### src/rtl/pmcg_pkg.sv
// package: register map, field positions and timing of the power controller
package pmcg_pkg;
   // apb byte addresses (index times four)
   localparam logic [7:0] PMCG_IDX_PCTL = 8'h87;
   localparam logic [7:0] PMCG_IDX_PGATE = 8'hB5;
   localparam logic [11:0] PMCG_ADDR_PCTL = {2'h0, PMCG_IDX_PCTL, 2'h0};
   localparam logic [11:0] PMCG_ADDR_PGATE = {2'h0, PMCG_IDX_PGATE, 2'h0};
   localparam logic [11:0] PMCG_ADDR_IRQ_STATUS = 12'h400;
   localparam logic [11:0] PMCG_ADDR_IRQ_MASK = 12'h404;
   localparam logic [11:0] PMCG_ADDR_WAKE_CFG = 12'h408;
   localparam logic [11:0] PMCG_ADDR_STATE = 12'h40C;
   // power_control fields
   localparam int PMCG_POS_MODE = 0;
   localparam int PMCG_POS_FLAG_A = 2;
   localparam int PMCG_POS_FLAG_B = 3;
   localparam int PMCG_POS_BOI_EN = 4;
   localparam int PMCG_POS_FE_LOC = 6;
   localparam int PMCG_POS_BAUD_DBL = 7;
   localparam logic [7:0] PMCG_PCTL_MASK = 8'hDF;
   // peripheral_power_gate fields
   localparam int PMCG_POS_UART_GATE = 1;
   localparam int PMCG_POS_SPI_GATE = 2;
   localparam int PMCG_POS_I2C_GATE = 3;
   localparam int PMCG_POS_CMP_PD = 5;
   localparam int PMCG_POS_RTC_GATE = 7;
   localparam logic [7:0] PMCG_PGATE_MASK = 8'hAE;
   // wake configuration fields
   localparam int PMCG_POS_XTAL_SEL = 0;
   localparam int PMCG_POS_RTC_ON_XTAL = 1;
   localparam int PMCG_POS_EXT0_LEVEL = 2;
   localparam int PMCG_POS_EXT1_LEVEL = 3;
   // reset values
   localparam logic [7:0] PMCG_PCTL_RESET = 8'h00;
   localparam logic [7:0] PMCG_PGATE_RESET = 8'h00;
   localparam logic [3:0] PMCG_WAKE_RESET = 4'h1;
   // interrupt status bits
   localparam int PMCG_IRQ_BROWNOUT = 0;
   localparam int PMCG_IRQ_WAKE = 1;
   localparam int PMCG_IRQ_W = 2;
   // power modes
   typedef enum logic [1:0]
   {
      PMCG_MODE_NORMAL = 2'h0,
      PMCG_MODE_IDLE = 2'h1,
      PMCG_MODE_PD = 2'h2,
      PMCG_MODE_TPD = 2'h3
   } pmcg_mode_e;
   // oscillator start-up delays
   localparam int PMCG_XTAL_WAKE_CLKS = 1024;
   localparam int PMCG_EXT_WAKE_CYCLES = 32;
   localparam int PMCG_CNT_W = 11;
endpackage

### src/rtl/pmcg_baud_div.sv
// module: baud tick selection with optional divide by two
`timescale 1ns/1ps
module pmcg_baud_div
(
   input wire logic pclk,
   input wire logic presetn,
   input wire logic clk_en,
   input wire logic t1_overflow,
   input wire logic baud_doubler,
   output logic baud_tick
);
   typedef struct packed
   {
      logic half;
      logic tick;
   } pmcg_bd_s;
   pmcg_bd_s st_reg;
   pmcg_bd_s st_next;

   // pass overflow through or halve it
   always_comb
   begin
      st_next = st_reg;
      st_next.tick = 1'b0;
      if (clk_en && t1_overflow)
      begin
         if (baud_doubler)
            st_next.tick = 1'b1;
         else
         begin
            st_next.tick = st_reg.half;
            st_next.half = ~st_reg.half;
         end
      end
   end

   always_ff @(posedge pclk or negedge presetn)
   begin
      if (!presetn)
         st_reg <= '0;
      else
         st_reg <= st_next;
   end

   assign baud_tick = st_reg.tick;
endmodule

### src/rtl/pmcg_top.sv
// module: power mode control, peripheral clock gating and wake-up
// Function
// mode field selects normal, idle, power-down, total
// total power-down disables brownout and comparators
// wake delay 1024 clocks crystal, 32 external
// watchdog on its own clock wakes device
// level external irqs and keyboard wake device
// rtc wakes; crystal kept unless rtc gated; code keeps it in power-down only with the wake_cfg rtc-on-crystal bit set
// two user flags, plain storage only
// brownout enable bit raises brownout interrupt
// location bit steers serial bit 7 access
// baud doubler selects direct or halved rate
// uart clock gated by bit or power-down
// spi clock gated by bit or power-down
// i2c clock gated by bit or power-down
// comparator power-down bit powers comparators down
// software disables comparators before power-down bit
// rtc clock gate bit stops rtc clock
// reserved bits read zero, writes ignored
//
// Design decision made here: the APB register port.
`timescale 1ns/1ps
module pmcg_top
(
   input wire logic pclk,
   input wire logic presetn,
   input wire logic psel,
   input wire logic penable,
   input wire logic pwrite,
   input wire logic [11:0] paddr,
   input wire logic [31:0] pwdata,
   output logic [31:0] prdata,
   output logic pready,
   output logic pslverr,
   input wire logic brownout_pin,
   input wire logic comparator_event,
   input wire logic watchdog_clock_select,
   input wire logic watchdog_event,
   input wire logic [1:0] external_irq_inputs,
   input wire logic keyboard_irq,
   input wire logic rtc_event,
   input wire logic osc_tick,
   input wire logic t1_overflow,
   input wire logic serial_mode_bit,
   input wire logic framing_error_status,
   output logic serial_bit7,
   output logic baud_tick,
   output logic [1:0] power_mode,
   output logic cpu_halted,
   output logic osc_run,
   output logic uart_clk_en,
   output logic spi_clk_en,
   output logic i2c_clk_en,
   output logic rtc_clk_en,
   output logic comparator_enable,
   output logic brownout_enable,
   output logic brownout_reset_req,
   output logic watchdog_reset_req,
   output logic user_flag_a,
   output logic user_flag_b,
   output logic irq
);
   typedef enum logic [3:0]
   {
      PMCG_ST_RUN = 4'h1,
      PMCG_ST_IDLE = 4'h2,
      PMCG_ST_SLEEP = 4'h4,
      PMCG_ST_WARM = 4'h8
   } pmcg_state_e;

   typedef struct packed
   {
      logic [7:0] pctl;
      logic [7:0] pgate;
      logic [3:0] wake_cfg;
      logic [1:0] irq_status;
      logic [1:0] irq_mask;
      pmcg_state_e state;
      logic [10:0] count;
      logic [31:0] rdata;
      logic [1:0] bo_sync;
      logic [1:0] cmp_sync;
      logic [1:0] wd_sync;
      logic [1:0] wdsel_sync;
      logic [1:0] ext0_sync;
      logic [1:0] ext1_sync;
      logic [1:0] kbd_sync;
      logic [1:0] rtc_sync;
      logic [1:0] osc_sync;
      logic [1:0] sm_sync;
      logic [1:0] fe_sync;
      logic osc_last;
      logic bo_last;
   } pmcg_s;

   pmcg_s st_reg;
   pmcg_s st_next;

   logic access;
   logic wr;
   logic rd;
   logic [1:0] mode;
   logic power_down;
   logic total_pd;
   logic wake;
   logic osc_edge;
   logic bo_rise;
   logic [10:0] wake_len;
   logic [1:0] irq_set;
   logic mapped;
   logic setup_rd;
   logic [31:0] rd_word;
   logic warm_step;
   logic warm_done;

   // apb decode, zero wait states
   assign access = psel && penable;
   assign wr = access && pwrite;
   assign rd = access && !pwrite;
   // read data is fetched in setup so it stands through access
   assign setup_rd = psel && !penable && !pwrite;
   assign pready = 1'b1;
   // unmapped offsets answer with an error
   assign mapped = paddr == pmcg_pkg::PMCG_ADDR_PCTL
      || paddr == pmcg_pkg::PMCG_ADDR_PGATE
      || paddr == pmcg_pkg::PMCG_ADDR_IRQ_STATUS
      || paddr == pmcg_pkg::PMCG_ADDR_IRQ_MASK
      || paddr == pmcg_pkg::PMCG_ADDR_WAKE_CFG
      || paddr == pmcg_pkg::PMCG_ADDR_STATE;
   assign pslverr = access && !mapped;

   // mode decode
   assign mode = st_reg.pctl[pmcg_pkg::PMCG_POS_MODE +: 2];
   assign power_down = mode[1];
   assign total_pd = (mode == pmcg_pkg::PMCG_MODE_TPD);

   // edge detection on synchronised inputs
   assign osc_edge = st_reg.osc_sync[1] && !st_reg.osc_last;
   assign bo_rise = st_reg.bo_sync[1] && !st_reg.bo_last;

   // wake sources from power-down
   always_comb
   begin
      wake = 1'b0;
      if (st_reg.wdsel_sync[1] && st_reg.wd_sync[1])
         wake = 1'b1;
      if (st_reg.wake_cfg[pmcg_pkg::PMCG_POS_EXT0_LEVEL]
         && st_reg.ext0_sync[1])
         wake = 1'b1;
      if (st_reg.wake_cfg[pmcg_pkg::PMCG_POS_EXT1_LEVEL]
         && st_reg.ext1_sync[1])
         wake = 1'b1;
      if (st_reg.kbd_sync[1])
         wake = 1'b1;
      if (st_reg.rtc_sync[1]
         && !st_reg.pgate[pmcg_pkg::PMCG_POS_RTC_GATE])
         wake = 1'b1;
      if (!total_pd && (st_reg.cmp_sync[1]
         || (st_reg.bo_sync[1]
         && st_reg.pctl[pmcg_pkg::PMCG_POS_BOI_EN])))
         wake = 1'b1;
   end

   // start-up length by oscillator kind
   assign wake_len = st_reg.wake_cfg[pmcg_pkg::PMCG_POS_XTAL_SEL]
      ? 11'(pmcg_pkg::PMCG_XTAL_WAKE_CLKS)
      : 11'(pmcg_pkg::PMCG_EXT_WAKE_CYCLES);

   // warm-up step: every clock on crystal, osc edges otherwise
   assign warm_step = st_reg.wake_cfg[pmcg_pkg::PMCG_POS_XTAL_SEL]
      || osc_edge;
   assign warm_done = (st_reg.state == PMCG_ST_WARM)
      && (st_reg.count == 11'h001) && warm_step;

   // interrupt events
   always_comb
   begin
      irq_set = '0;
      irq_set[pmcg_pkg::PMCG_IRQ_BROWNOUT] = bo_rise && !total_pd
         && st_reg.pctl[pmcg_pkg::PMCG_POS_BOI_EN];
      irq_set[pmcg_pkg::PMCG_IRQ_WAKE] = warm_done;
   end

   // read multiplexer, reserved bits read zero
   always_comb
   begin
      rd_word = '0;
      unique case (paddr)
         pmcg_pkg::PMCG_ADDR_PCTL:
            rd_word = {24'h0, st_reg.pctl};
         pmcg_pkg::PMCG_ADDR_PGATE:
            rd_word = {24'h0, st_reg.pgate};
         pmcg_pkg::PMCG_ADDR_IRQ_STATUS:
            rd_word = {30'h0, st_reg.irq_status};
         pmcg_pkg::PMCG_ADDR_IRQ_MASK:
            rd_word = {30'h0, st_reg.irq_mask};
         pmcg_pkg::PMCG_ADDR_WAKE_CFG:
            rd_word = {28'h0, st_reg.wake_cfg};
         pmcg_pkg::PMCG_ADDR_STATE:
            rd_word = {17'h0, st_reg.count, st_reg.state};
         default:
            rd_word = '0;
      endcase
   end

   // next state
   always_comb
   begin
      st_next = st_reg;
      st_next.rdata = '0;
      // two-flop synchronisers on pin inputs
      st_next.bo_sync = {st_reg.bo_sync[0], brownout_pin};
      st_next.cmp_sync = {st_reg.cmp_sync[0], comparator_event};
      st_next.wd_sync = {st_reg.wd_sync[0], watchdog_event};
      st_next.wdsel_sync = {st_reg.wdsel_sync[0], watchdog_clock_select};
      st_next.ext0_sync = {st_reg.ext0_sync[0], external_irq_inputs[0]};
      st_next.ext1_sync = {st_reg.ext1_sync[0], external_irq_inputs[1]};
      st_next.kbd_sync = {st_reg.kbd_sync[0], keyboard_irq};
      st_next.rtc_sync = {st_reg.rtc_sync[0], rtc_event};
      st_next.osc_sync = {st_reg.osc_sync[0], osc_tick};
      st_next.sm_sync = {st_reg.sm_sync[0], serial_mode_bit};
      st_next.fe_sync = {st_reg.fe_sync[0], framing_error_status};
      st_next.osc_last = st_reg.osc_sync[1];
      st_next.bo_last = st_reg.bo_sync[1];

      // register writes, reserved bits dropped
      if (wr)
      begin
         unique case (paddr)
            pmcg_pkg::PMCG_ADDR_PCTL:
               st_next.pctl = pwdata[7:0] & pmcg_pkg::PMCG_PCTL_MASK;
            pmcg_pkg::PMCG_ADDR_PGATE:
               st_next.pgate = pwdata[7:0] & pmcg_pkg::PMCG_PGATE_MASK;
            pmcg_pkg::PMCG_ADDR_IRQ_MASK:
               st_next.irq_mask = pwdata[1:0];
            pmcg_pkg::PMCG_ADDR_WAKE_CFG:
               st_next.wake_cfg = pwdata[3:0];
            default:
               st_next.rdata = '0;
         endcase
      end

      // read word captured in setup, stands through access
      if (setup_rd)
         st_next.rdata = rd_word;

      // status bits that were read are cleared
      if (rd && paddr == pmcg_pkg::PMCG_ADDR_IRQ_STATUS)
         st_next.irq_status = st_reg.irq_status & ~st_reg.rdata[1:0];
      // new events set sticky bits after any clear
      st_next.irq_status = st_next.irq_status | irq_set;

      // power state sequence
      unique case (st_reg.state)
         PMCG_ST_RUN:
         begin
            if (power_down)
               st_next.state = PMCG_ST_SLEEP;
            else if (mode == pmcg_pkg::PMCG_MODE_IDLE)
               st_next.state = PMCG_ST_IDLE;
         end
         PMCG_ST_IDLE:
         begin
            if (mode == pmcg_pkg::PMCG_MODE_NORMAL || wake)
            begin
               st_next.state = PMCG_ST_RUN;
               st_next.pctl[pmcg_pkg::PMCG_POS_MODE +: 2] = 2'h0;
            end
         end
         PMCG_ST_SLEEP:
         begin
            if (wake)
            begin
               st_next.state = PMCG_ST_WARM;
               st_next.count = wake_len;
               st_next.pctl[pmcg_pkg::PMCG_POS_MODE +: 2] = 2'h0;
            end
         end
         PMCG_ST_WARM:
         begin
            // crystal counts cpu clocks, external counts osc edges
            if (warm_step)
               st_next.count = st_reg.count - 11'h001;
            if (warm_done)
               st_next.state = PMCG_ST_RUN;
         end
      endcase
   end

   // state register, asynchronous reset loads constants only
   always_ff @(posedge pclk or negedge presetn)
   begin
      if (!presetn)
      begin
         st_reg <= '0;
         st_reg.pctl <= pmcg_pkg::PMCG_PCTL_RESET;
         st_reg.pgate <= pmcg_pkg::PMCG_PGATE_RESET;
         st_reg.wake_cfg <= pmcg_pkg::PMCG_WAKE_RESET;
         st_reg.state <= PMCG_ST_RUN;
      end
      else
         st_reg <= st_next;
   end

   // baud rate selection
   pmcg_baud_div u_baud
   (
      .pclk(pclk),
      .presetn(presetn),
      .clk_en(1'b1),
      .t1_overflow(t1_overflow),
      .baud_doubler(st_reg.pctl[pmcg_pkg::PMCG_POS_BAUD_DBL]),
      .baud_tick(baud_tick)
   );

   // outputs
   assign prdata = st_reg.rdata;
   assign power_mode = mode;
   assign cpu_halted = (st_reg.state != PMCG_ST_RUN);
   // oscillator held for an ungated rtc on the crystal
   assign osc_run = !(st_reg.state == PMCG_ST_SLEEP)
      || (st_reg.wake_cfg[pmcg_pkg::PMCG_POS_RTC_ON_XTAL]
      && !st_reg.pgate[pmcg_pkg::PMCG_POS_RTC_GATE]);
   // gate enables, high while the clock runs
   assign uart_clk_en = !st_reg.pgate[pmcg_pkg::PMCG_POS_UART_GATE]
      && !power_down;
   assign spi_clk_en = !st_reg.pgate[pmcg_pkg::PMCG_POS_SPI_GATE]
      && !power_down;
   assign i2c_clk_en = !st_reg.pgate[pmcg_pkg::PMCG_POS_I2C_GATE]
      && !power_down;
   assign rtc_clk_en = !st_reg.pgate[pmcg_pkg::PMCG_POS_RTC_GATE];
   // software must have disabled comparators first
   assign comparator_enable = !st_reg.pgate[pmcg_pkg::PMCG_POS_CMP_PD]
      && !total_pd;
   assign brownout_enable = !total_pd;
   assign brownout_reset_req = st_reg.bo_sync[1] && !total_pd;
   // watchdog reset only while its clock runs
   assign watchdog_reset_req = st_reg.wd_sync[1]
      && (!power_down || st_reg.wdsel_sync[1]);
   // serial bit 7 steering
   assign serial_bit7 = st_reg.pctl[pmcg_pkg::PMCG_POS_FE_LOC]
      ? st_reg.fe_sync[1] : st_reg.sm_sync[1];
   assign user_flag_a = st_reg.pctl[pmcg_pkg::PMCG_POS_FLAG_A];
   assign user_flag_b = st_reg.pctl[pmcg_pkg::PMCG_POS_FLAG_B];
   // level interrupt from unmasked sticky bits
   assign irq = |(st_reg.irq_status & st_reg.irq_mask);
endmodule
### config.mk
export PLATFORM = sky130hd
export DESIGN_NAME = pmcg_top
export DESIGN_NICKNAME = d
export VERILOG_FILES = /design/src/rtl/pmcg_pkg.sv /design/src/rtl/pmcg_baud_div.sv /design/src/rtl/pmcg_top.sv
export SDC_FILE = /design/constraint.sdc
export NUM_CORES = 1
export LEC_CHECK = 0
export BUFFER_PORTS_ARGS = -buffer_cell sky130_fd_sc_hd__buf_2
export CORE_ASPECT_RATIO = 1.1
export CORE_MARGIN = 2
export CORE_UTILIZATION = 43
export CTS_BUF_LIST = sky130_fd_sc_hd__clkbuf_16
export CTS_CLUSTER_DIAMETER = 150
export DETAILED_ROUTE_END_ITERATION = 12
export GPL_ROUTABILITY_DRIVEN = 0
export PLACE_DENSITY = 0.69
export SLEW_MARGIN = 5
export SYNTH_ARGS = -nofsm -noshare
export SYNTH_HDL_FRONTEND = slang
export SYNTH_SLANG_ARGS = --single-unit
### constraint.sdc
create_clock -name pclk -period 1.8 [get_ports pclk]
set_input_delay 0.09 -clock pclk [delete_from_list [all_inputs] [get_ports pclk]]
set_output_delay 0.09 -clock pclk [all_outputs]
set_load 0.01 [all_outputs]
==> metrics.md <==
| Metric | Value |
|---|---|
| Status | `finished, final reports clean` |
| Diode count | `0` |
| Leading area contributor after synthesis | `dfrtp_1` |
| Highest clock rate | `0.560 GHz` |
| Crit Path Class | `reg2out` |
| Synth warnings | `0` |
| Die X-Extent | `92.8 um` |
| Post-Syn Area | `3730 um2` |
| Initial DRT Pass Iterations | `6` |
| Post-Place Setup Slack | `-0.0548 ns` |
| Pwr/cell area | `876 nW/um2` |
| Die area | `9430 um2` |
| Via Count | `2845` |
| Clk slew on worst S/H paths | `0.06 ns` |
| Clk root buf | `clkbuf_16` |
| Filler cells | `717` |
| Initial core utilization | `44.3%` |
| Syn-to-layout area delta | `26.7%` |
| Post-DRT Antenna Nets | `0` |
| Via-to-Cell Ratio | `5.23` |
| # H-tree levels | `3` |
| CP max stage cell | `dfstp_2` |
| Hpwl dp | `6010 um` |
| Count of pins over their slew limit | `0` |
| Core area | `8410 um2` |
| Clk_skew | `0.00815 ns` |
| Synth Register Bits | `76` |
| Num rows | `35` |
| Initial antenna violation count | `0` |
| Setup tns final | `0 ns` |
| CTS tree | `built` |
| Synth area leaders | `dfrtp_1 (50%), buf_4 (7.0%), mux2_2 (5.4%)` |
| Most common cell in the synthesized netlist | `dfrtp_1` |
| Min Hold Slack | `0.0102 ns` |
| Tot Pwr | `0.00414 W` |
| Rel. slew slack | `58.3%` |
| Die Span Y | `102 um` |
| Worst-Skew Late Latency | `0.34 ns` |
| Remaining global-route overflow | `0` |
| Max incr delay on CP | `0.58 ns` |
| DRC Markers | `0` |
| Crit start category | `flop` |
| # IOs | `112` |
| CTS buffer count | `9` |
| Final Hold Vio Count | `0` |
| Post-synthesis sequential area ratio | `51.1%` |
| Max Buffers Root-to-Sink | `2` |
| Hold Crit Depth | `2` |
| Endpoint type of the worst setup path | `primary output` |
| Worst EP arrival | `1.70 ns` |
| Post-synth EDFFs | `0` |
| Hold Path Class | `in2reg` |
| Post-Route WL | `8280 um` |
| Post-synthesis async set-or-reset flop share | `100%` |
| Crit Path Max Fanout | `4` |
| Top_reg_cell synth | `dfrtp_1` |
| Peak supply drop | `647 uV` |
| Mapped Cells | `330` |
| Final #Nets | `491` |
| Pin count of the biggest net entering global routing | `48` |
| R2R depth | `3` |
| Synth unique cells | `70` |
| Leakage | `2.22 nW` |
| Critical-path cell list | `or3b_4 > or2_4 > buf_2` |
| Max-cap violations | `0` |
| Critical Path RT | `1.71 ns` |
| Fin crit period | `1.79 ns` |
| Final period util | `99.2%` |
| Max FFs per register | `42` |
| CTS sink count | `76` |
| First-pass GRT wire length | `13500 um` |
| RSZ-0062 raised after global routing | `yes` |
| Commonest cells post-synth | `dfrtp_1 (74), buf_4 (35), mux2_2 (18)` |
| Least-Margin Pin Slew | `0.623 ns` |
| Share of post-route cells with drive strength above 1 | `38.1%` |
| Final setup margin | `0.0142 ns` |
| Finished Core Util | `56.2%` |
| Endpoints failing setup | `0` |
| Mapped Avg Cell Area | `11.3 um2` |
| Vias in the first global route | `2800` |
| Iter 0 DRT Violations | `146` |
| All-Layer GR Usage | `18.7%` |
| IO Port Bufs | `69` |
| Share of the synthesized area in the top cell type | `49.7%` |
| Routed len/inst | `15.2 um` |
## cell type report
cell class                 count  area, um2  area share (%)
clock buffer                   9        225            4.77
clock inverter                 7       77.6            1.64
inverter                       8       30.0           0.636
sequential                    76       1910            40.4
timing repair buffer         116        757            16.0
multi-input combinational    217       1590            33.6
tap                          111        139            2.94
## repair_timing
action / in CTS / in global routing
resized for setup: 4 / 8
hold buffers: 16 / 0
endpoints found under the hold margin: 59 / 0
setup endpoints to repair: 4 / 5
setup buffers: 1 / 0
pin swaps: 0 / 0
## worst paths after layout
path	from	endpoint	slack [ns]
min in group asynchronous	presetn	st_next[1]	0.31
max	st_reg[67]	cpu_halted	0.01
max in group asynchronous	presetn	st_reg[80]	0.93
max reg2reg	st_reg[68]	st_reg[61]	0.11
min	pwdata[7]	st_reg[86]	0.01
min reg2reg	st_next[9]	st_reg[9]	0.35
## power breakdown
part,internal (W),switching [W]
Clock,0.00108,0.000712
Combinational,0.000253,0.000250
Sequential,0.00179,0.0000543
## stage by stage
| step | instances | area (um2) |
|---|---|---|
| finish | 544 | 4720 |
| global route | 544 | 4720 |
| CTS | 544 | 4690 |
| detailed placement | 511 | 4210 |
| global placement | 511 | 4210 |
| floorplan | 346 | 3790 |
## layout by cell type, fill, tap and decap left out, types with 5 or more instances in the layout
cell type       n
mux2_2         18
nor3_1          5
buf_2          68
conb_1         18
dlygate4sd3_1  16
o21ai_0         8
and2_1          7
o211ai_1        5
nand3_1        11
nand2_1        14
buf_4          30
dfrtp_1        72
a21oi_1        16
clkbuf_16       9
inv_1           8
or3_1           5
nor2_1         14
a22o_1          5
## kinds of logic after synthesis
| kind of cell | synth area share, % |
|---|---|
| xor gates and xnor gates | 1.41 |
| adders and majority gates | 0.671 |
| buffers and inverters | 8.93 |
| AOI/OAI and AO/OA | 12.4 |
| DFF | 51.1 |
| muxes | 6.68 |
| other | 0.201 |
| and+or+nand+nor | 18.7 |
## metal layers
| layer | part of all wire, % | global-route usage, % | up-vias | wire length [um] |
|---|---|---|---|---|
| met3 | 4.9 | 3.94 | 11 | 404 |
| li1 | - | - | 1351 | - |
| met1 | 44 | 23.9 | 1403 | 3640 |
| met4 | 1.8 | 8.48 | 0 | 153 |
| met2 | 49 | 30.9 | 80 | 4070 |
| met5 | 0 | 0 | - | 0 |
## worst max-delay path: cells and delay by family (launching register included)
family        cells  cell delay [ns]
simple gates      2             0.64
buf+inv           1             0.14
flops             1             0.58
(Power assumes the default switching activity.)
